`src/rtl/adcr_pkg.sv`:
```
// shared constants for the converter control register bank
package adcr_pkg;
	localparam logic [31:0] ADCR_BASE_ADDR = 32'h4080_0000;
	localparam logic [31:0] ADCR_BASE_MASK = 32'hffff_f000;
	localparam logic [11:0] OFF_CONTROL = 12'h000;
	localparam logic [11:0] OFF_SETTINGS = 12'h004;
	localparam logic [11:0] OFF_MASKED = 12'h008;
	localparam logic [11:0] OFF_MASK = 12'h00c;
	localparam logic [11:0] OFF_RAW = 12'h010;
	localparam logic [11:0] OFF_RESULT = 12'h014;
	localparam logic [11:0] OFF_OFFSET = 12'h018;
	localparam logic [11:0] OFF_STATUS = 12'h020;
	localparam logic [11:0] OFF_UPPER = 12'h024;
	localparam logic [11:0] OFF_LOWER = 12'h028;
	localparam logic [31:0] RST_SETTINGS = 32'h0000_000c;
	localparam logic [31:0] RST_MASK = 32'h0000_000f;
	localparam logic [31:0] RST_UPPER = 32'h0fff_ffff;
	localparam logic [31:0] RST_ZERO = 32'h0000_0000;
	// control register bits
	localparam int CB_POWER_ON = 0;
	localparam int CB_CAL_EN = 1;
	localparam int CB_START = 2;
	localparam int CB_SOFT_RESET = 3;
	localparam int CB_STOP = 4;
	localparam int CB_WIN_EN = 5;
	localparam int CB_CAL_DIS = 6;
	localparam int CB_AUTO_OFS = 7;
	localparam int CB_MICROPHONE_POWER_ON = 8;
	localparam int CB_DMA_EN = 9;
	// settings fields
	localparam int SB_CONT = 11;
	localparam int SB_SKIP = 18;
	// status and interrupt flag positions
	localparam int ST_BUSY = 0;
	localparam int ST_WIN = 1;
	localparam int FL_CAL_DONE = 0;
	localparam int FL_CONV_DONE = 1;
	localparam int FL_WIN = 2;
	localparam int FLAG_W = 3;
	// wake-up settle time, rounded up to whole cycles
	localparam int WAKE_TIME_NS = 6000;
	localparam int CLK_PERIOD_PS = 8000;
	localparam int WAKE_CYCLES = (WAKE_TIME_NS * 1000 + CLK_PERIOD_PS - 1) / CLK_PERIOD_PS;
endpackage

```
`src/rtl/adcr_seq_if.sv`:
```
// control and phase signals between the register bank and the sequencer
`timescale 1ns/1ps
`default_nettype none
interface adcr_seq_if;
	logic start;
	logic halt;
	logic cal_en;
	logic cont;
	logic cal_done;
	logic data_valid;
	logic busy;
	logic waking;
	logic cal_run;
	logic acq_run;
	modport ctrl (output start, halt, cal_en, cont, cal_done, data_valid, input busy, waking, cal_run, acq_run);
	modport seq (input start, halt, cal_en, cont, cal_done, data_valid, output busy, waking, cal_run, acq_run);
endinterface
`default_nettype wire

```
`src/rtl/adcr_seq.sv`:
```
// conversion phase sequencer: wake-up, calibration, acquisition
`timescale 1ns/1ps
`default_nettype none
module adcr_seq #(
	parameter int WAKE_CYC = adcr_pkg::WAKE_CYCLES
) (
	input wire logic clk,
	input wire logic rst,
	adcr_seq_if.seq sif
);
	import adcr_pkg::*;
	localparam int CW = $clog2(WAKE_CYC + 1);
	typedef enum logic [1:0] {SQ_IDLE, SQ_WAKE, SQ_CAL, SQ_ACQ} adcr_state_t;
	adcr_state_t state_r;
	adcr_state_t state_nxt;
	logic [CW-1:0] cnt_r;
	logic [CW-1:0] cnt_nxt;
	logic wake_end;
	assign wake_end = (cnt_r == CW'(WAKE_CYC - 1));
	// phase transitions; halt wins over everything
	always_comb begin
		state_nxt = state_r;
		cnt_nxt = '0;
		case (state_r)
			SQ_IDLE: if (sif.start) state_nxt = SQ_WAKE;
			SQ_WAKE: begin
				cnt_nxt = cnt_r + CW'(1);
				if (wake_end) state_nxt = sif.cal_en ? SQ_CAL : SQ_ACQ;
			end
			SQ_CAL: if (sif.cal_done) state_nxt = SQ_ACQ;
			SQ_ACQ: if (sif.data_valid && !sif.cont) state_nxt = SQ_IDLE;
			default: state_nxt = SQ_IDLE;
		endcase
		if (sif.halt) begin
			state_nxt = SQ_IDLE;
			cnt_nxt = '0;
		end
	end
	// state and registered phase outputs
	always_ff @(posedge clk or posedge rst) begin
		if (rst) begin
			state_r <= SQ_IDLE;
			cnt_r <= '0;
			sif.busy <= 1'b0;
			sif.waking <= 1'b0;
			sif.cal_run <= 1'b0;
			sif.acq_run <= 1'b0;
		end else begin
			state_r <= state_nxt;
			cnt_r <= cnt_nxt;
			sif.busy <= (state_nxt != SQ_IDLE);
			sif.waking <= (state_nxt == SQ_WAKE);
			sif.cal_run <= (state_nxt == SQ_CAL);
			sif.acq_run <= (state_nxt == SQ_ACQ);
		end
	end
endmodule // adcr_seq
`default_nettype wire

```
`src/rtl/adcr_bank.sv`:
```
// converter control register bank with peripheral bus slave
`timescale 1ns/1ps
`default_nettype none
module adcr_bank #(
	parameter int WAKE_CYC = adcr_pkg::WAKE_CYCLES
) (
	input wire logic clk,
	input wire logic rst,
	input wire logic psel,
	input wire logic penable,
	input wire logic pwrite,
	input wire logic [31:0] paddr,
	input wire logic [31:0] pwdata,
	output logic [31:0] prdata,
	output logic pready,
	output logic pslverr,
	input wire logic core_cal_done,
	input wire logic [15:0] core_cal_value,
	input wire logic core_data_valid,
	input wire logic [31:0] core_data,
	output logic analog_power_on,
	output logic microphone_power_on,
	output logic dma_enable,
	output logic dma_request,
	output logic [31:0] settings_out,
	output logic [31:0] offset_out,
	output logic core_wake,
	output logic core_cal_run,
	output logic core_acq_run,
	output logic conversion_busy
);
	import adcr_pkg::*;

	// control fields
	logic power_on_r;
	logic calibration_enable_r;
	logic software_conversion_start_r;
	logic window_compare_enable_r;
	logic auto_offset_r;
	logic microphone_power_on_r;
	logic dma_enable_r;
	// data registers
	logic [31:0] adc_settings_r;
	logic [31:0] interrupt_mask_bits_r;
	logic [FLAG_W-1:0] interrupt_raw_flags_r;
	logic [FLAG_W-1:0] raw_nxt;
	logic [31:0] conversion_result_r;
	logic [31:0] offset_correction_r;
	logic [31:0] offset_nxt;
	logic window_match_flag_r;
	logic [31:0] window_upper_limit_r;
	logic [31:0] window_lower_limit_r;
	logic [31:0] rd_data_r;
	logic dma_req_r;

	adcr_seq_if sif ();

	adcr_seq #(
		.WAKE_CYC(WAKE_CYC)
	) u_seq (
		.clk(clk),
		.rst(rst),
		.sif(sif)
	);

	// address decode relative to the peripheral base
	logic base_hit;
	logic [11:0] off;
	logic hit_ctrl;
	logic hit_set;
	logic hit_masked;
	logic hit_mask;
	logic hit_raw;
	logic hit_res;
	logic hit_ofs;
	logic hit_stat;
	logic hit_up;
	logic hit_lo;
	logic mapped;
	assign base_hit = ((paddr & ADCR_BASE_MASK) == ADCR_BASE_ADDR);
	assign off = paddr[11:0];
	assign hit_ctrl = base_hit && (off == OFF_CONTROL);
	assign hit_set = base_hit && (off == OFF_SETTINGS);
	assign hit_masked = base_hit && (off == OFF_MASKED);
	assign hit_mask = base_hit && (off == OFF_MASK);
	assign hit_raw = base_hit && (off == OFF_RAW);
	assign hit_res = base_hit && (off == OFF_RESULT);
	assign hit_ofs = base_hit && (off == OFF_OFFSET);
	assign hit_stat = base_hit && (off == OFF_STATUS);
	assign hit_up = base_hit && (off == OFF_UPPER);
	assign hit_lo = base_hit && (off == OFF_LOWER);
	assign mapped = hit_ctrl | hit_set | hit_masked | hit_mask | hit_raw | hit_res | hit_ofs | hit_stat | hit_up | hit_lo;

	// bus phases: data is prepared in setup, acted on in access
	logic setup_ph;
	logic access_ph;
	logic wr;
	logic rd_acc;
	assign setup_ph = psel && !penable;
	assign access_ph = psel && penable;
	assign wr = access_ph && pwrite;
	assign rd_acc = access_ph && !pwrite;

	// write strobes; read-only registers have none
	logic wr_ctrl;
	logic wr_set;
	logic wr_mask;
	logic wr_ofs;
	logic wr_stat;
	logic wr_up;
	logic wr_lo;
	assign wr_ctrl = wr && hit_ctrl;
	assign wr_set = wr && hit_set && !sif.busy;
	assign wr_mask = wr && hit_mask;
	assign wr_ofs = wr && hit_ofs;
	assign wr_stat = wr && hit_stat;
	assign wr_up = wr && hit_up;
	assign wr_lo = wr && hit_lo;

	// self-clearing command strobes
	logic soft_reset;
	logic stop_cmd;
	logic cal_disable;
	assign soft_reset = wr_ctrl && pwdata[CB_SOFT_RESET];
	assign stop_cmd = wr_ctrl && pwdata[CB_STOP];
	assign cal_disable = wr_ctrl && pwdata[CB_CAL_DIS];

	// next control values; a plain zero never clears calibration enable
	logic power_on_nxt;
	logic cal_en_nxt;
	logic start_nxt;
	logic win_en_nxt;
	logic auto_ofs_nxt;
	logic mic_nxt;
	logic dma_nxt;
	assign power_on_nxt = wr_ctrl ? pwdata[CB_POWER_ON] : power_on_r;
	assign cal_en_nxt = cal_disable ? 1'b0 : (calibration_enable_r | (wr_ctrl & pwdata[CB_CAL_EN]));
	assign start_nxt = wr_ctrl ? pwdata[CB_START] : software_conversion_start_r;
	assign win_en_nxt = wr_ctrl ? pwdata[CB_WIN_EN] : window_compare_enable_r;
	assign auto_ofs_nxt = wr_ctrl ? pwdata[CB_AUTO_OFS] : auto_offset_r;
	assign mic_nxt = wr_ctrl ? pwdata[CB_MICROPHONE_POWER_ON] : microphone_power_on_r;
	assign dma_nxt = wr_ctrl ? pwdata[CB_DMA_EN] : dma_enable_r;

	// conversion start needs power-on and is not a microphone-mode action
	logic start_req;
	assign start_req = wr_ctrl && pwdata[CB_START] && power_on_nxt && !mic_nxt && !stop_cmd && !soft_reset;

	// sequencer hookup
	assign sif.start = start_req && !sif.busy;
	assign sif.halt = stop_cmd || soft_reset || (wr_ctrl && !pwdata[CB_POWER_ON]);
	assign sif.cal_en = calibration_enable_r && auto_offset_r;
	assign sif.cont = adc_settings_r[SB_CONT];
	assign sif.cal_done = core_cal_done && sif.cal_run;
	assign sif.data_valid = core_data_valid && sif.acq_run;

	// offset compensation and window test on the finished sample
	logic [31:0] compensated;
	logic in_window;
	logic win_hit;
	assign compensated = core_data - offset_correction_r;
	assign in_window = (compensated >= window_lower_limit_r) && (compensated <= window_upper_limit_r);
	assign win_hit = sif.data_valid && window_compare_enable_r && in_window;

	// calibration result lands in the half chosen by the filter bypass
	always_comb begin
		offset_nxt = offset_correction_r;
		if (wr_ofs) begin
			offset_nxt = pwdata;
		end
		if (sif.cal_done) begin
			if (adc_settings_r[SB_SKIP]) begin
				offset_nxt[15:0] = core_cal_value;
			end else begin
				offset_nxt[31:16] = core_cal_value;
			end
		end
	end

	// event flags: a read of the masked view clears the bits it showed, new events win
	logic [FLAG_W-1:0] flag_set;
	logic [FLAG_W-1:0] flag_clr;
	logic rd_masked;
	assign rd_masked = rd_acc && hit_masked;
	assign flag_set = {win_hit, sif.data_valid, sif.cal_done};
	assign flag_clr = rd_masked ? rd_data_r[FLAG_W-1:0] : '0;
	assign raw_nxt = (interrupt_raw_flags_r & ~flag_clr) | flag_set;

	// masked view: a mask bit of one holds its event back
	logic [FLAG_W-1:0] masked_flags;
	assign masked_flags = interrupt_raw_flags_r & ~interrupt_mask_bits_r[FLAG_W-1:0];

	// read values; reserved and command bits read zero
	logic [31:0] ctrl_view;
	logic [31:0] stat_view;
	logic [31:0] rd_mux;
	assign ctrl_view = {22'h0, dma_enable_r, microphone_power_on_r, auto_offset_r, 1'b0, window_compare_enable_r, 2'b00,
		software_conversion_start_r, calibration_enable_r, power_on_r};
	assign stat_view = {30'h0, window_match_flag_r, sif.busy};
	assign rd_mux = hit_ctrl ? ctrl_view :
		hit_set ? adc_settings_r :
		hit_masked ? {{(32-FLAG_W){1'b0}}, masked_flags} :
		hit_mask ? interrupt_mask_bits_r :
		hit_raw ? {{(32-FLAG_W){1'b0}}, interrupt_raw_flags_r} :
		hit_res ? conversion_result_r :
		hit_ofs ? offset_correction_r :
		hit_stat ? stat_view :
		hit_up ? window_upper_limit_r :
		hit_lo ? window_lower_limit_r : RST_ZERO;

	// bus answer registers: ready always high, error on unmapped access
	always_ff @(posedge clk or posedge rst) begin
		if (rst) begin
			rd_data_r <= RST_ZERO;
			pready <= 1'b0;
			pslverr <= 1'b0;
		end else begin
			pready <= 1'b1;
			if (setup_ph) begin
				rd_data_r <= rd_mux;
				pslverr <= !mapped;
			end
		end
	end

	// control register; soft reset takes priority over a write, stop only over the power, start, microphone and DMA bits
	always_ff @(posedge clk or posedge rst) begin
		if (rst) begin
			power_on_r <= 1'b0;
			calibration_enable_r <= 1'b0;
			software_conversion_start_r <= 1'b0;
			window_compare_enable_r <= 1'b0;
			auto_offset_r <= 1'b0;
			microphone_power_on_r <= 1'b0;
			dma_enable_r <= 1'b0;
		end else if (soft_reset) begin
			power_on_r <= 1'b0;
			calibration_enable_r <= 1'b0;
			software_conversion_start_r <= 1'b0;
			window_compare_enable_r <= 1'b0;
			auto_offset_r <= 1'b0;
			microphone_power_on_r <= 1'b0;
			dma_enable_r <= 1'b0;
		end else begin
			power_on_r <= power_on_nxt && !stop_cmd;
			calibration_enable_r <= cal_en_nxt;
			software_conversion_start_r <= start_nxt && !stop_cmd;
			window_compare_enable_r <= win_en_nxt;
			auto_offset_r <= auto_ofs_nxt;
			microphone_power_on_r <= mic_nxt && !stop_cmd;
			dma_enable_r <= dma_nxt && !stop_cmd;
		end
	end

	// settings, thresholds and result; soft reset restores them
	always_ff @(posedge clk or posedge rst) begin
		if (rst) begin
			adc_settings_r <= RST_SETTINGS;
			window_upper_limit_r <= RST_UPPER;
			window_lower_limit_r <= RST_ZERO;
			conversion_result_r <= RST_ZERO;
		end else if (soft_reset) begin
			adc_settings_r <= RST_SETTINGS;
			window_upper_limit_r <= RST_UPPER;
			window_lower_limit_r <= RST_ZERO;
			conversion_result_r <= RST_ZERO;
		end else begin
			if (wr_set) adc_settings_r <= pwdata;
			if (wr_up) window_upper_limit_r <= pwdata;
			if (wr_lo) window_lower_limit_r <= pwdata;
			if (sif.data_valid) conversion_result_r <= compensated;
		end
	end

	// mask, offset and event flags keep their values across soft reset
	always_ff @(posedge clk or posedge rst) begin
		if (rst) begin
			interrupt_mask_bits_r <= RST_MASK;
			offset_correction_r <= RST_ZERO;
			interrupt_raw_flags_r <= '0;
		end else begin
			if (wr_mask) interrupt_mask_bits_r <= pwdata;
			offset_correction_r <= offset_nxt;
			interrupt_raw_flags_r <= raw_nxt;
		end
	end

	// window match status: write one clears, a new match wins
	always_ff @(posedge clk or posedge rst) begin
		if (rst) begin
			window_match_flag_r <= 1'b0;
		end else begin
			window_match_flag_r <= (window_match_flag_r && !(wr_stat && pwdata[ST_WIN])) || win_hit;
		end
	end

	// one-cycle DMA request per finished result while DMA is enabled
	always_ff @(posedge clk or posedge rst) begin
		if (rst) begin
			dma_req_r <= 1'b0;
		end else begin
			dma_req_r <= sif.data_valid && dma_enable_r;
		end
	end

	// core-facing outputs, all from flops
	assign prdata = rd_data_r;
	assign analog_power_on = power_on_r;
	assign microphone_power_on = microphone_power_on_r;
	assign dma_enable = dma_enable_r;
	assign dma_request = dma_req_r;
	assign settings_out = adc_settings_r;
	assign offset_out = offset_correction_r;
	assign core_wake = sif.waking;
	assign core_cal_run = sif.cal_run;
	assign core_acq_run = sif.acq_run;
	assign conversion_busy = sif.busy;
endmodule // adcr_bank
`default_nettype wire

```
`config.mk`:
```
export PLATFORM = sky130hd
export DESIGN_NAME = adcr_bank
export DESIGN_NICKNAME = d
export VERILOG_FILES = /design/src/rtl/adcr_pkg.sv /design/src/rtl/adcr_seq_if.sv /design/src/rtl/adcr_seq.sv /design/src/rtl/adcr_bank.sv
export SDC_FILE = /design/constraint.sdc
export NUM_CORES = 1
export LEC_CHECK = 0
export BUFFER_PORTS_ARGS = -buffer_cell sky130_fd_sc_hd__buf_2
export CAP_MARGIN = 20
export CORE_ASPECT_RATIO = 1.2
export CORE_MARGIN = 2
export CORE_UTILIZATION = 58
export CTS_CLUSTER_DIAMETER = 150
export DETAILED_ROUTE_END_ITERATION = 7
export PLACE_DENSITY = 0.78
export SETUP_SLACK_MARGIN = 0.3
export SLEW_MARGIN = 20
export SYNTH_ARGS = -nofsm -noshare
export SYNTH_HDL_FRONTEND = slang
export SYNTH_SLANG_ARGS = --single-unit
```
`constraint.sdc`:
```
create_clock -name clk -period 10.7 [get_ports clk]
set_input_delay 1.07 -clock clk [delete_from_list [all_inputs] [get_ports clk]]
set_output_delay 1.07 -clock clk [all_outputs]
set_load 0.02 [all_outputs]
```
After elaboration in Yosys (flattened, before gate mapping)
Cells that the tools add are included.
- flip-flop bits (word level): 254
- latch bits: 0
- RAM bits: 0
- bits in read-only memories: 0
- bits of input ports: 119
- output and inout bits: 106
- logic and storage cells: 176
- memories kept: 0
- $add $sub $neg: 2
- multipliers: 0
- div/mod/pow operators: 0
- order comparisons: 2
- equality and inequality tests: 17
- shifts and indexed selects: 0
- muxes and demuxes: 46
- bitwise gates (word level): 16
- reductions and logical operators: 68
- operators with widths (kind ; number):
    two-way mux 32 bit ; 20
    logical AND 1 bit ; 47
    equality test 12 x 5 -> 1 bit, second input constant ; 3
    equality test 12 x 6 -> 1 bit, second input constant ; 3
    greater-or-equal comparator 32 bit ; 1
    less-or-equal comparator 32 bit ; 1
    two-way mux 16 bit ; 2
    subtractor 32 bit ; 1
    equality test 12 x 4 -> 1 bit, second input constant ; 2
    equality test 20 x 19 -> 1 bit, second input constant ; 1
    two-way mux 10 bit ; 2
    two-way mux 1 bit ; 15
    equality test 12 x 3 -> 1 bit, second input constant ; 1
    logical NOT 12 bit ; 1
    nonzero test 2 bit ; 6
    adder 10 x 1 -> 10 bit, second input constant ; 1
    equality test 10 bit, second input constant ; 1
    logical NOT 1 bit ; 10
    two-way mux 2 bit ; 5
    bitwise OR 1 bit ; 10
    equality test 2 bit, second input constant ; 4
    case mux 2 bit (4 select lines) ; 1
    bitwise AND 3 bit ; 2
    inverter 3 bit ; 2
    other kinds (6) ; 9

Depth between registers and ports, before layout
Gate-level depths: netlist of run 1.
- depth after elaboration: 13
- depth in mapped cells: 21
- gate-level depth less buffers: 21

Cells and area by module
Synthesis of run 1 repeated with hierarchy kept, for this count alone.
- cell total of the unflattened synthesis: 1640
- area, all modules: 15142.0 um^2
- by module, submodules not included (module ; times used ; cells each ; area an instance (um^2) ; seq. area each (um^2)):
    adcr_bank ; 1 ; 1571 ; 14408.8 ; 5998.3
    adcr_seq ; 1 ; 69 ; 733.2 ; 400.4

Worst setup path after synthesis of run 1
Ideal clock, no wire load.
- path kind: input port to flip-flop
- start: in core_data[0]
- end: reg window_match_flag_r
- library setup time: 0.083 ns
- data arrival time: 4.523 ns
- required time: 10.617 ns
- slack: 6.094 ns
- stages: 19
- buffers on the path: 0
- cells stage by stage: inv_1 > ha_1 > inv_1 > fa_1 > a211oi_1 > nor2_1 > o41ai_2 > o21ai_0 > a41o_1 > xor2_1 > ha_1 > a21oi_1 > nor2b_1 > o21ai_0 > nand2_1 > a221o_1 > a211o_1 > o31a_1 > o21ai_0
- cells in the longest elaborated chain, start to end: 5
- elaborated cells on any way between the ends: 6
- those cells by class: add/sub (1); order compare (2); reduce/logical (3)
- RTL lines (element ; RTL line ; source):
    start: declaration ; adcr_bank.sv:20 ; input wire logic [31:0] core_data,
    subtractor 32 bit * ; adcr_bank.sv:160 ; assign compensated = core_data - offset_correction_r;
    greater-or-equal comparator 32 bit / less-or-equal comparator 32 bit (equally long branches) ; adcr_bank.sv:161 ; assign in_window = (compensated >= window_lower_limit_r) && (compensated <= window_upper_limit_r);
    logical AND 1 bit * ; adcr_bank.sv:161 ;
    logical AND 1 bit * ; adcr_bank.sv:162 ; assign win_hit = sif.data_valid && window_compare_enable_r && in_window;
    logical OR 1 bit * ; adcr_bank.sv:292 ; window_match_flag_r <= (window_match_flag_r && !(wr_stat && pwdata[ST_WIN])) || win_hit;
    end signal: assignment ; adcr_bank.sv:292 ;
    end: declaration ; adcr_bank.sv:50 ; logic window_match_flag_r;
Every way passes the cells marked *; elsewhere a longest branch is shown, timed or not.
A chain may end at the register's enable or synchronous reset.

Worst setup path after layout of run 1
Same ends and word-level chain as after synthesis.

==> results of run 1 <==
## registers in the layout (all words and copies together), names as in the netlist, 2 cells and up
signal / cells
u_seq.cnt_r: 10
settings_out: 32
offset_out: 32
conversion_result_r: 32
prdata: 32
u_seq.state_r: 2
window_lower_limit_r: 32
window_upper_limit_r: 32
interrupt_raw_flags_r: 3
interrupt_mask_bits_r: 32
## power groups by stage
stage	Clock (mW)	Combinational (mW)	Sequential (mW)
2_1_floorplan	0	0.752	1.20
3_3_place_gp	0	1.11	1.17
6_report	1.04	1.13	1.16
5_1_grt	1.08	1.27	1.17
4_1_cts	1.04	1.12	1.15
3_5_place_dp	0	1.12	1.17
## routing by layer
metal,GRT usage (%),part of all wire (%),up-vias
met5,0,0.066,-
met4,15.19,4.6,4
met3,4.607,7.7,154
met2,61.69,48,732
met1,48.04,40,6916
li1,-,-,6332
## worst max-delay path, cell delays in order
cell      delay (ps)
buf_2             90
inv_1             50
ha_1             160
inv_1             60
fa_1             430
a211oi_1         270
nor2_1           150
o41ai_2          490
o32ai_1          250
o21a_1           320
o21ai_0          290
nand2_1          120
xnor2_1          160
ha_1             280
nand4_1           90
nor2_1           180
nand4_1          130
or4_1            540
o31a_1           140
o21ai_0          160
## cell families (layout without fill, tap and decap cells)
logic type | count (synthesis) | count (layout)
adders and majority gates | 98 | 98
other | 1 | 1
DFF | 254 | 254
and+or+nand+nor | 510 | 510
xor gates and xnor gates | 33 | 33
buffers and inverters | 208 | 403
AOI/OAI and AO/OA | 463 | 463
muxes | 98 | 98
## path summary, 6_finish.rpt
kind | startpoint | endpoint | slack [ps] | cells after the start
max in group asynchronous | rst | window_lower_limit_r[11]$_DFFE_PP0P_ | 8580 | 3
hold reg to reg | interrupt_mask_bits_r[3]$_DFFE_PP1P_ | interrupt_mask_bits_r[3]$_DFFE_PP1P_ | 490 | 2
setup / recovery | core_data[0] | window_match_flag_r$_DFF_PP0_ | 5730 | 20
min in group asynchronous | rst | settings_out[29]$_DFFE_PP0P_ | 620 | 2
setup reg to reg | offset_out[0]$_DFF_PP0_ | window_match_flag_r$_DFF_PP0_ | 5800 | 18
hold / removal | interrupt_mask_bits_r[3]$_DFFE_PP1P_ | interrupt_mask_bits_r[3]$_DFFE_PP1P_ | 490 | 2
## final cells by class
cell class	instances	area share, %
tap	335	2.380
inverter	112	2.430
multi-input combinational	1203	46.19
clock inverter	15	1.186
timing repair buffer	242	7.154
sequential	254	36.33
clock buffer	34	4.327
## synth_stat cells (5+ instances only)
library cell,count,area share [%]
a211oi_1,7,0.34
a21o_1,26,1.3
a21oi_1,147,4.8
a221oi_1,28,1.6
a222oi_1,9,0.59
a22o_1,30,1.7
a22oi_1,24,1.2
a31oi_1,14,0.57
and2_1,8,0.33
and3_1,11,0.45
and4_1,10,0.57
buf_1,5,0.12
buf_2,32,1.0
buf_6,6,0.44
clkbuf_1,49,1.2
dfrtp_1,220,36
dfstp_2,34,5.8
ha_1,97,7.9
inv_1,112,2.7
mux2_4,28,2.7
mux2i_1,67,4.4
nand2_1,182,4.4
nand2b_1,5,0.20
nand3_1,57,1.9
nand4_1,23,0.94
nor2_1,148,3.6
nor2b_1,13,0.53
nor3_1,13,0.42
nor4_1,8,0.33
o211ai_1,30,1.5
o21a_1,11,0.54
o21ai_0,86,2.8
o21bai_1,5,0.24
or3_1,6,0.24
xnor2_1,19,1.1
xor2_1,14,0.80
## layout by cell type, fill, tap and decap left out, types with 7 or more instances in the layout
master | Yosys | layout
nor3_1 | 13 | 13
a21oi_1 | 147 | 147
a221oi_1 | 28 | 28
buf_2 | 32 | 224
mux2i_1 | 67 | 67
nor2b_1 | 13 | 12
a222oi_1 | 9 | 9
buf_4 | 4 | 17
a22o_1 | 30 | 30
o21ai_0 | 86 | 86
xor2_1 | 14 | 14
a22oi_1 | 24 | 24
mux2_4 | 28 | 28
and3_1 | 11 | 8
nor4_1 | 8 | 8
clkinv_2 | 0 | 7
and2_1 | 8 | 8
xnor2_1 | 19 | 19
dfstp_2 | 34 | 34
nand4_1 | 23 | 23
nand3_1 | 57 | 57
and4_1 | 10 | 9
o21a_1 | 11 | 11
a21o_1 | 26 | 26
a211oi_1 | 7 | 7
nor2_1 | 148 | 146
o211ai_1 | 30 | 30
a31oi_1 | 14 | 14
clkbuf_16 | 0 | 27
ha_1 | 97 | 97
dfrtp_1 | 220 | 220
nand2_1 | 182 | 179
inv_1 | 112 | 111
==> metrics.csv, run 1 <==
stage,metric,value,unit
timing,Slew @ Worst Pin,972.6,ps
pwr,Leak,8.283,nW
worst_hold_path,min-delay worst type,reg2reg,
timing,Min Hold Slack,487.4,ps
final_layout,fin nets,2057,
synthesis,Seq cells post-synth,254,
final_layout,area taken by multi-input logic gates,0.008135,mm^2
setup_path,Worst setup SP type,primary input,
cts,Post CTS Setup Buffer Count,0,
timing,Clock Skew,14.51,ps
place,HPWL Detailed,35730,um
synthesis,Syn Std Cell Area,0.01537,mm^2
cts,Root Buffer Master,clkbuf_16,
global_route,Total GRT Usage,36.59,%
place,RePlAce Congestion,0.9951,
synthesis,Yosys cell types,83,
pwr,PD cells,188.7,mW/mm^2
setup_path,critical path class,in2reg,
final_layout,post-layout util,67.25,%
pwr,Internal,2.136,mW
pwr,Logic pwr share,34.0,%
timing,Hold Fails Final Rpt,0,
die,Die Y,182.4,um
routing,via count,14140,
setup_path,crit path max fanout,5,
synthesis,Post-Synthesis Cells,1665,
routing,Initial DRC Count,1328,
synthesis,xor/xnor cell area share of the yosys netlist,1.880,%
synthesis,Syn Area/Cell,9.234,um^2
synthesis,Syn Nets,1882,
cts,htree depth,1,
timing,final worst path period share,46.49,%
global_route,largest net degree at the start of global routing,102,
final_layout,Layout area overhead,14.55,%
routing,Routed wire per std cell,23.59,um
routing,drt first pass iters,8,
cts,CTS Buf Count,27,
setup_path,Critical Path RT,11160,ps
final_layout,diode count,0,
pwr,Sw Pwr,1.187,mW
place,Placed Instance Area,0.01663,mm^2
global_route,first-pass GRT wire length,79830,um
final_layout,Fill cells,2202,
pwr,worst vdd ir,0.1380,mV
cts,clock-pin slew of the registers on the worst-case setup and hold paths,60,ps
pwr,Seq pwr share,34.8,%
die,initial core utilization,58.71,%
routing,remaining antenna violation count,0,
synthesis,ys flop type,dfrtp_1,
final_layout,Post-Layout Cell Count,2195,
synthesis,ys async rst share,100.0,%
pwr,"Power, Total",3.322,mW
cts,clk buf depth,3,
pwr,Clk network pwr share,31.2,%
timing,min cycle time layout,4975,ps
synthesis,sequential fraction of the synthesis area,41.62,%
routing,overall routed net length,51780,um
routing,vias per cell,6.441,
final_layout,flip-flop and latch area,0.006399,mm^2
place,Setup WS pre-CTS,5236,ps
setup_path,WP data arrival,5440,ps
timing,Fin Setup TNS,0,ps
die,site row count,65,
die,CORE AREA,0.02619,mm^2
die,die area,0.02783,mm^2
synthesis,Synth Area in Compound Gates,19.88,%
global_route,initial antenna violation count,2,
place,PortBufs,224,
place,Placed Cells,2146,
synthesis,Syn. warnings,0,
cts,worst-skew pair later-pin latency,550,ps
flow_run,maxcap violations,0,
cts,hold bufs inserted after CTS,0,
timing,Final Slew Violations,0,
routing,DRC viols,0,
global_route,total congestion overflow,0,
final_layout,layout cells sized above 1,20.54,%
synthesis,mux share of post-synthesis cell area,7.316,%
timing,final worst slack,5725,ps
outcome,status,finished clean,
synthesis,largest family of logic cells by synthesized area,compound AO/OA/AOI/OAI gates,
global_route,vias in the first global route,13970,
synthesis,Post-synth EDFFs,0,
die,Chip Width,152.6,um
timing,Slew Limit Headroom,35.01,%
pwr,Switching Share,35.72,%
timing,Peak Freq,201.0,MHz
cts,clk sinks,254,
cts,post-cts resize count,0,
synthesis,post-synthesis adder-cell area fraction,8.024,%
final_layout,Finished Cell Area,0.01761,mm^2
setup_path,Setup crit end kind,flop,
timing,# setup viols final,0,
cts,CTS tree,yes,
synthesis,post-synthesis simple-gate area fraction,15.53,%
timing,RSZ-0062 raised after global routing,false,
die,Top Ports,225,
Power figures use the tool's default switching activity.
==> run 2, diff against run 1 <==
==> constraint.sdc (replaced) <==
create_clock -name clk -period 4.9 [get_ports clk]
set_input_delay 0.49 -clock clk [delete_from_list [all_inputs] [get_ports clk]]
set_output_delay 0.49 -clock clk [all_outputs]
set_load 0.02 [all_outputs]
==> run 2 against run 1 <==
- design area rose by 1.2%
- sequential power rose by 120%
- wire length barely moved
- power rose by 120%
- flip-flop and latch count did not move
- combinational power rose by 130%
- worst hold slack got worse by 400 ps
- global-route usage barely moved
- non-clock buffer count rose by 14
- utilization rose by 0.81 points
- count of clock-buffer cells in the layout rose by 2
- via count barely moved
- largest cell class unchanged
==> metrics.csv, run 2 (synthesized netlist as in run 1, its figures left out) <==
stage,metric,value,unit,change
die,die area,0.02783,mm^2,unchanged
die,Chip Width,152.6,um,unchanged
die,CORE AREA,0.02619,mm^2,unchanged
die,initial core utilization,58.71,%,unchanged
setup_path,critical path class,reg2reg,,was in2reg
setup_path,r2r setup slk,460,ps,was 5800 ps
cts,clk sinks,254,,unchanged
global_route,initial antenna violation count,3,,was 2
setup_path,"Slowest-stage cell, CP",dfrtp_1,,was or4_1
global_route,largest net degree at the start of global routing,149,,was 102
final_layout,Layout area overhead,15.93,%,was 14.55%
cts,clock-pin slew of the registers on the worst-case setup and hold paths,70,ps,was 60 ps
final_layout,Fill cells,2139,,was 2202
setup_path,reg-to-reg critical path startpoint,offset_out[1]$_DFF_PP0_,,was offset_out[0]$_DFF_PP0_
cts,worst-skew pair later-pin latency,550,ps,about the same
final_layout,flip-flop and latch area,0.006399,mm^2,unchanged
setup_path,reg2reg path depth,19,,was 18
cts,htree depth,1,,unchanged
place,PortBufs,224,,unchanged
pwr,PD cells,412.1,mW/mm^2,was 188.7 mW/mm^2
final_layout,Finished Cell Area,0.01782,mm^2,was 0.01761 mm^2
pwr,Clk network pwr share,30.5,%,was 31.2%
pwr,worst vdd ir,0.3022,mV,was 0.1380 mV
final_layout,"most common cell after layout, fill and taps aside",buf_2,,unchanged
timing,Hold Fails Final Rpt,0,,unchanged
setup_path,Worst setup SP type,flop,,was primary input
pwr,Switching Share,36.30,%,was 35.72%
final_layout,area taken by multi-input logic gates,0.008197,mm^2,was 0.008135 mm^2
pwr,Sw Pwr,2.666,mW,was 1.187 mW
pwr,Seq pwr share,34.5,%,was 34.8%
pwr,Internal,4.680,mW,was 2.136 mW
routing,Initial DRC Count,1360,,was 1328
routing,drt first pass iters,6,,was 8
routing,via count,14130,,was 14140
setup_path,crit path max fanout,5,,unchanged
routing,vias per cell,6.380,,was 6.441
place,HPWL Detailed,35920,um,was 35730 um
timing,RSZ-0062 raised after global routing,false,,unchanged
timing,Slew Limit Headroom,31.58,%,was 35.01%
setup_path,Setup crit end kind,flop,,unchanged
worst_hold_path,min-delay worst type,in2async,,was reg2reg
setup_path,WP data arrival,4930,ps,was 5440 ps
flow_run,maxcap violations,0,,unchanged
final_layout,"commonest cells after routing, fill and taps aside","224 x buf_2, 220 x dfrtp_1, 179 x nand2_1",,unchanged
cts,Root Buffer Master,clkbuf_16,,unchanged
timing,min cycle time layout,4445,ps,
die,Top Ports,225,,unchanged
timing,# setup viols final,0,,unchanged
outcome,status,finished clean,,unchanged
pwr,Logic pwr share,35.1,%,was 34.0%
pwr,Leak,8.376,nW,was 8.283 nW
setup_path,worst path cell trace,inv_1 -> ha_1 -> nor2b_1 -> o31a_1 -> o211ai_4 -> a21oi_1 -> o21a_1 -> o21ai_0 -> nand2_1 -> xor2_1 -> ha_1 -> a21o_1 -> a21oi_1 -> nor2b_1 -> a2111oi_0 -> buf_4 -> a21oi_1 -> o31a_1 -> o21ai_1,,was buf_2 -> inv_1 -> ha_1 -> inv_1 -> fa_1 -> a211oi_1 -> nor2_1 -> o41ai_2 -> o32ai_1 -> o21a_1 -> o21ai_0 -> nand2_1 -> xnor2_1 -> ha_1 -> nand4_1 -> nor2_1 -> nand4_1 -> or4_1 -> o31a_1 -> o21ai_0
setup_path,Critical Path RT,5380,ps,was 11160 ps
cts,clk buf depth,3,,unchanged
routing,remaining antenna violation count,0,,unchanged
timing,Peak Freq,225.0,MHz,
timing,final worst path period share,90.71,%,
setup_path,Crit path largest cell delay,450,ps,was 540 ps
cts,hold bufs inserted after CTS,0,,unchanged
timing,Slew @ Worst Pin,1026,ps,was 972.6 ps
routing,DRC viols,0,,unchanged
timing,Fin Setup TNS,0,ps,unchanged
final_layout,fin nets,2072,,was 2057
routing,overall routed net length,51790,um,was 51780 um
cts,CTS tree,yes,,unchanged
die,Die Y,182.4,um,unchanged
setup_path,RR Endpoint,window_match_flag_r$_DFF_PP0_,,unchanged
timing,Clock Skew,13.35,ps,was 14.51 ps
timing,Final Slew Violations,0,,unchanged
global_route,Total GRT Usage,36.63,%,was 36.59%
final_layout,post-layout util,68.07,%,was 67.25%
routing,Routed wire per std cell,23.38,um,was 23.59 um
cts,CTS Buf Count,28,,was 27
die,site row count,65,,unchanged
global_route,total congestion overflow,0,,unchanged
global_route,first-pass GRT wire length,80470,um,was 79830 um
place,RePlAce Congestion,0.9494,,was 0.9951
setup_path,most frequent CP cell,a21oi_1,,
place,Placed Instance Area,0.01675,mm^2,was 0.01663 mm^2
final_layout,layout cells sized above 1,21.84,%,was 20.54%
global_route,vias in the first global route,14110,,was 13970
[run 2: cell types whose count changed in the layout (fill, tap and decap cells not counted), sizes merged]
cell      before  now
buf          242  256
diode          0    3
bufinv         5    3
clkbuf        34   36
clkinv         8    9
clkinvlp       2    3
inv          112  113
[run 2: routing by layer]
metal	part of all wire [%]	up-vias	track usage (%)	wire (um)
li1	-	6360	-	-
met5	0.027	-	0	14
met3	8.8	170	6.436	4557
met2	47	747	60.07	24530
met1	39	6853	47.76	20290
met4	4.6	2	16.56	2404
[run 2: worst max path at each step]
stage	start	to	slack, ps	cells past startpoint
final	offset_out[1]$_DFF_PP0_	window_match_flag_r$_DFF_PP0_	460	19
after global routing	offset_out[1]$_DFF_PP0_	interrupt_raw_flags_r[2]$_DFF_PP0_	300	19
after CTS	offset_out[0]$_DFF_PP0_	window_match_flag_r$_DFF_PP0_	370	19
after detailed placement	core_data[0]	window_match_flag_r$_DFF_PP0_	180	21
after global placement	core_data[0]	window_match_flag_r$_DFF_PP0_	390	21
after floorplan	core_data[0]	window_match_flag_r$_DFF_PP0_	870	19
[run 2: worst max-delay path: cells and delay by family, from the launching register on]
family	cells	cell delay, ps
buffers and inverters	2	320
DFF	1	450
AOI/OAI and AO/OA	11	2450
xor gates and xnor gates	1	240
adders and majority gates	2	570
and+or+nand+nor	3	330
[run 2: power groups by stage]
stage | registers [mW] | logic [mW] | clock network [mW]
2_1_floorplan | 2.61 | 1.64 | 0
3_3_place_gp | 2.55 | 2.47 | 0
3_5_place_dp | 2.56 | 2.47 | 0
4_1_cts | 2.52 | 2.49 | 2.26
5_1_grt | 2.56 | 2.85 | 2.35
6_report | 2.53 | 2.58 | 2.24
[run 2: layout make-up]
type | count | area share (%)
antenna | 3 | 0.04212
clock buffer | 36 | 4.500
clock inverter | 16 | 0.9968
inverter | 112 | 2.380
multi-input combinational | 1203 | 45.98
sequential | 254 | 35.90
tap | 335 | 2.352
timing repair buffer | 256 | 7.848
[run 2: metrics by stage]
step / std cells / worst slack (ps) / hold slack, ps / total power [mW]
5_1_grt: 2212 / 300.5 / 166.5 / 7.755
2_1_floorplan: 1665 / 874.3 / 448.8 / 4.253
6_report: 2215 / 455.3 / 89.42 / 7.346
4_1_cts: 2209 / 370.7 / 145.6 / 7.266
3_3_place_gp: 2157 / 392.4 / 460.5 / 5.017
3_5_place_dp: 2157 / 178.7 / 470.3 / 5.031
[run 2: what timing repair did]
item	4_1_cts	5_1_grt
endpoints found under the setup margin	0	2
buffers inserted	0	3
resized for setup	0	17
==> run 3, diff against run 2 <==
--- a/config.mk
+++ b/config.mk
@@ -9,10 +9,11 @@
 export CAP_MARGIN = 20
 export CORE_ASPECT_RATIO = 1.2
 export CORE_MARGIN = 2
-export CORE_UTILIZATION = 58
+export CORE_UTILIZATION = 60
+export CTS_BUF_LIST = sky130_fd_sc_hd__clkbuf_8
 export CTS_CLUSTER_DIAMETER = 150
 export DETAILED_ROUTE_END_ITERATION = 7
-export PLACE_DENSITY = 0.78
+export PLACE_DENSITY = 0.8
 export SETUP_SLACK_MARGIN = 0.3
 export SLEW_MARGIN = 20
 export SYNTH_ARGS = -nofsm -noshare
==> run 3 against run 2 <==
- design area rose by 0.36%
- fmax rose by 1.6%
- cell count rose by 0.99%
- first-iteration DRC count rose by 5.2%
- flip-flop and latch count did not move
- setup slack improved by 72 ps
==> metrics.csv, run 3 (synthesized netlist as in run 1, its figures left out) <==
stage,metric,value,unit,change
outcome,status,finished clean,,unchanged
pwr,worst vdd ir,0.2132,mV,was 0.3022 mV
pwr,Leak,8.456,nW,was 8.376 nW
die,Die Y,179.4,um,was 182.4 um
routing,drt first pass iters,5,,was 6
die,CORE AREA,0.02538,mm^2,was 0.02619 mm^2
timing,Clock Skew,27.55,ps,was 13.35 ps
setup_path,"Slowest-stage cell, CP",or4_1,,was dfrtp_1
pwr,PD cells,405.6,mW/mm^2,was 412.1 mW/mm^2
worst_hold_path,min-delay worst type,in2reg,,was in2async
final_layout,Fill cells,2001,,was 2139
setup_path,critical path class,reg2reg,,unchanged
die,site row count,64,,was 65
place,Setup WS pre-CTS,60.70,ps,was 178.7 ps
die,Top Ports,225,,unchanged
setup_path,Crit path largest cell delay,530,ps,was 450 ps
timing,Min Hold Slack,197.4,ps,was 89.42 ps
timing,Hold Fails Final Rpt,0,,unchanged
timing,Fin Setup TNS,0,ps,unchanged
cts,clk sinks,254,,unchanged
final_layout,Layout area overhead,16.35,%,was 15.93%
place,PortBufs,224,,unchanged
timing,Slew @ Worst Pin,1106,ps,was 1026 ps
setup_path,reg-to-reg critical path startpoint,offset_out[10]$_DFF_PP0_,,was offset_out[1]$_DFF_PP0_
place,RePlAce Congestion,0.9756,,was 0.9494
final_layout,fin nets,2088,,was 2072
global_route,initial antenna violation count,2,,was 3
setup_path,Critical Path RT,5390,ps,was 5380 ps
cts,clock-pin slew of the registers on the worst-case setup and hold paths,70,ps,about the same
setup_path,WP data arrival,4860,ps,was 4930 ps
cts,Root Buffer Master,clkbuf_8,,was clkbuf_16
timing,min cycle time layout,4373,ps,was 4445 ps
setup_path,CP top delay family,compound AO/OA/AOI/OAI gates,,unchanged
routing,overall routed net length,51060,um,was 51790 um
setup_path,Setup crit end kind,flop,,unchanged
timing,final worst path period share,89.25,%,was 90.71%
final_layout,flip-flop and latch area,0.006399,mm^2,unchanged
flow_run,maxcap violations,0,,unchanged
setup_path,crit path max fanout,6,,was 5
die,initial core utilization,60.57,%,was 58.71%
timing,Slew Limit Headroom,26.25,%,was 31.58%
pwr,"Power, Total",7.255,mW,was 7.346 mW
cts,CTS tree,yes,,unchanged
global_route,Total GRT Usage,37.87,%,was 36.63%
routing,max layer used,met5,,unchanged
timing,# setup viols final,0,,unchanged
final_layout,"commonest cells after routing, fill and taps aside","224 x buf_2, 220 x dfrtp_1, 180 x nand2_1",,"was 224 x buf_2, 220 x dfrtp_1, 179 x nand2_1"
routing,DRC viols,0,,unchanged
cts,CTS Buf Count,44,,was 28
timing,final worst slack,527.0,ps,was 455.3 ps
routing,Initial DRC Count,1431,,was 1360
routing,via count,14320,,was 14130
cts,htree depth,2,,was 1
die,die area,0.02693,mm^2,was 0.02783 mm^2
place,HPWL Detailed,35970,um,was 35920 um
routing,met3 wire length,4693,um,was 4557 um
timing,Peak Freq,228.7,MHz,was 225.0 MHz
routing,vias per cell,6.402,,was 6.380
setup_path,worst path cell trace,inv_1 -> ha_1 -> a21o_1 -> a2111o_1 -> o2111ai_2 -> o21ai_1 -> and4bb_1 -> nor2_1 -> a311oi_1 -> xnor2_1 -> ha_1 -> nand4_1 -> nor2_2 -> nand4_1 -> or4_1 -> o31a_1 -> o2bb2ai_1,,was inv_1 -> ha_1 -> nor2b_1 -> o31a_1 -> o211ai_4 -> a21oi_1 -> o21a_1 -> o21ai_0 -> nand2_1 -> xor2_1 -> ha_1 -> a21o_1 -> a21oi_1 -> nor2b_1 -> a2111oi_0 -> buf_4 -> a21oi_1 -> o31a_1 -> o21ai_1
die,Chip Width,150.1,um,was 152.6 um
final_layout,area taken by multi-input logic gates,0.008203,mm^2,was 0.008197 mm^2
setup_path,Worst setup SP type,flop,,unchanged
cts,worst-skew pair later-pin latency,570,ps,was 550 ps
global_route,largest net degree at the start of global routing,123,,was 149
routing,DR WL met2,24190,um,was 24530 um
cts,clk buf depth,3,,unchanged
setup_path,WP buf/inv,1,,was 2
final_layout,"most common cell after layout, fill and taps aside",buf_2,,unchanged
setup_path,critical path launch point,offset_out[10]$_DFF_PP0_,,was offset_out[1]$_DFF_PP0_
routing,remaining antenna violation count,0,,unchanged
worst_hold_path,worst hold start,core_cal_value[2],,
timing,Final Slew Violations,0,,unchanged
routing,WL met1,19600,um,was 20290 um
global_route,vias in the first global route,14150,,was 14110
routing,Routed wire per std cell,22.83,um,was 23.38 um
global_route,first-pass GRT wire length,78490,um,was 80470 um
final_layout,layout cells sized above 1,22.30,%,was 21.84%
global_route,total congestion overflow,0,,unchanged
timing,RSZ-0062 raised after global routing,false,,unchanged
-- run 3: cell types whose count changed in the layout (fill, tap and decap cells not counted), moves of 3 or more --
| cell | previous run | this run |
|---|---|---|
| inv_1 | 111 | 122 |
| buf_4 | 29 | 25 |
| clkinv_2 | 7 | 3 |
| buf_12 | 3 | 6 |
| clkbuf_8 | 5 | 61 |
| clkbuf_16 | 29 | 0 |
-- run 3: timing repair --
item                       4_1_cts  5_1_grt
pin swaps                        0        1
setup buffers                    0        1
setup endpoints to repair        1        2
hold buffers                     0        1
hold endpoints to repair         0        5
gates resized for setup          1       15
-- run 3: path summary, 6_finish.rpt --
path / end / slack (ps) / depth (start not counted)
max reg2reg: interrupt_raw_flags_r[2]$_DFF_PP0_ / 530 / 17
min reg2reg: pslverr$_DFFE_PP0P_ / 480 / 2
max: interrupt_raw_flags_r[2]$_DFF_PP0_ / 530 / 17
min in group asynchronous: settings_out[28]$_DFFE_PP0P_ / 420 / 3
max in group asynchronous: offset_out[11]$_DFF_PP0_ / 3510 / 4
min: offset_out[2]$_DFF_PP0_ / 200 / 3
-- run 3: tightest hold or removal path, stage by stage --
cell and delay [ps]:
buf_2 120, nand2_1 50, o21ai_0 60
-- run 3: per-layer routing --
metal / track usage (%) / vias up
met5: 0 / -
met4: 18.44 / 2
met3: 6.987 / 169
met2: 62.23 / 795
met1: 48.45 / 6946
li1: - / 6410
-- run 3: power breakdown --
| group | switching, mW | internal (mW) | total, mW |
|---|---|---|---|
| Clock | 0.921 | 1.27 | 2.19 |
| Combinational | 1.53 | 1.01 | 2.54 |
| Sequential | 0.203 | 2.33 | 2.53 |
-- run 3: area by class of cell --
class,count,area share (%)
antenna,1,0.01399
clock buffer,61,4.693
clock inverter,20,0.9443
multi-input combinational,1203,45.86
timing repair buffer,256,8.044
tap,330,2.308
sequential,254,35.77
inverter,112,2.371
-- run 3: stage by stage --
step                cells  util [%]  area, um^2
global placement     2152     66.04       16760
CTS                  2233     70.06       17780
global route         2236     70.46       17890
detailed placement   2152     66.04       16760
finish               2237     70.47       17890
floorplan            1665         -       15380
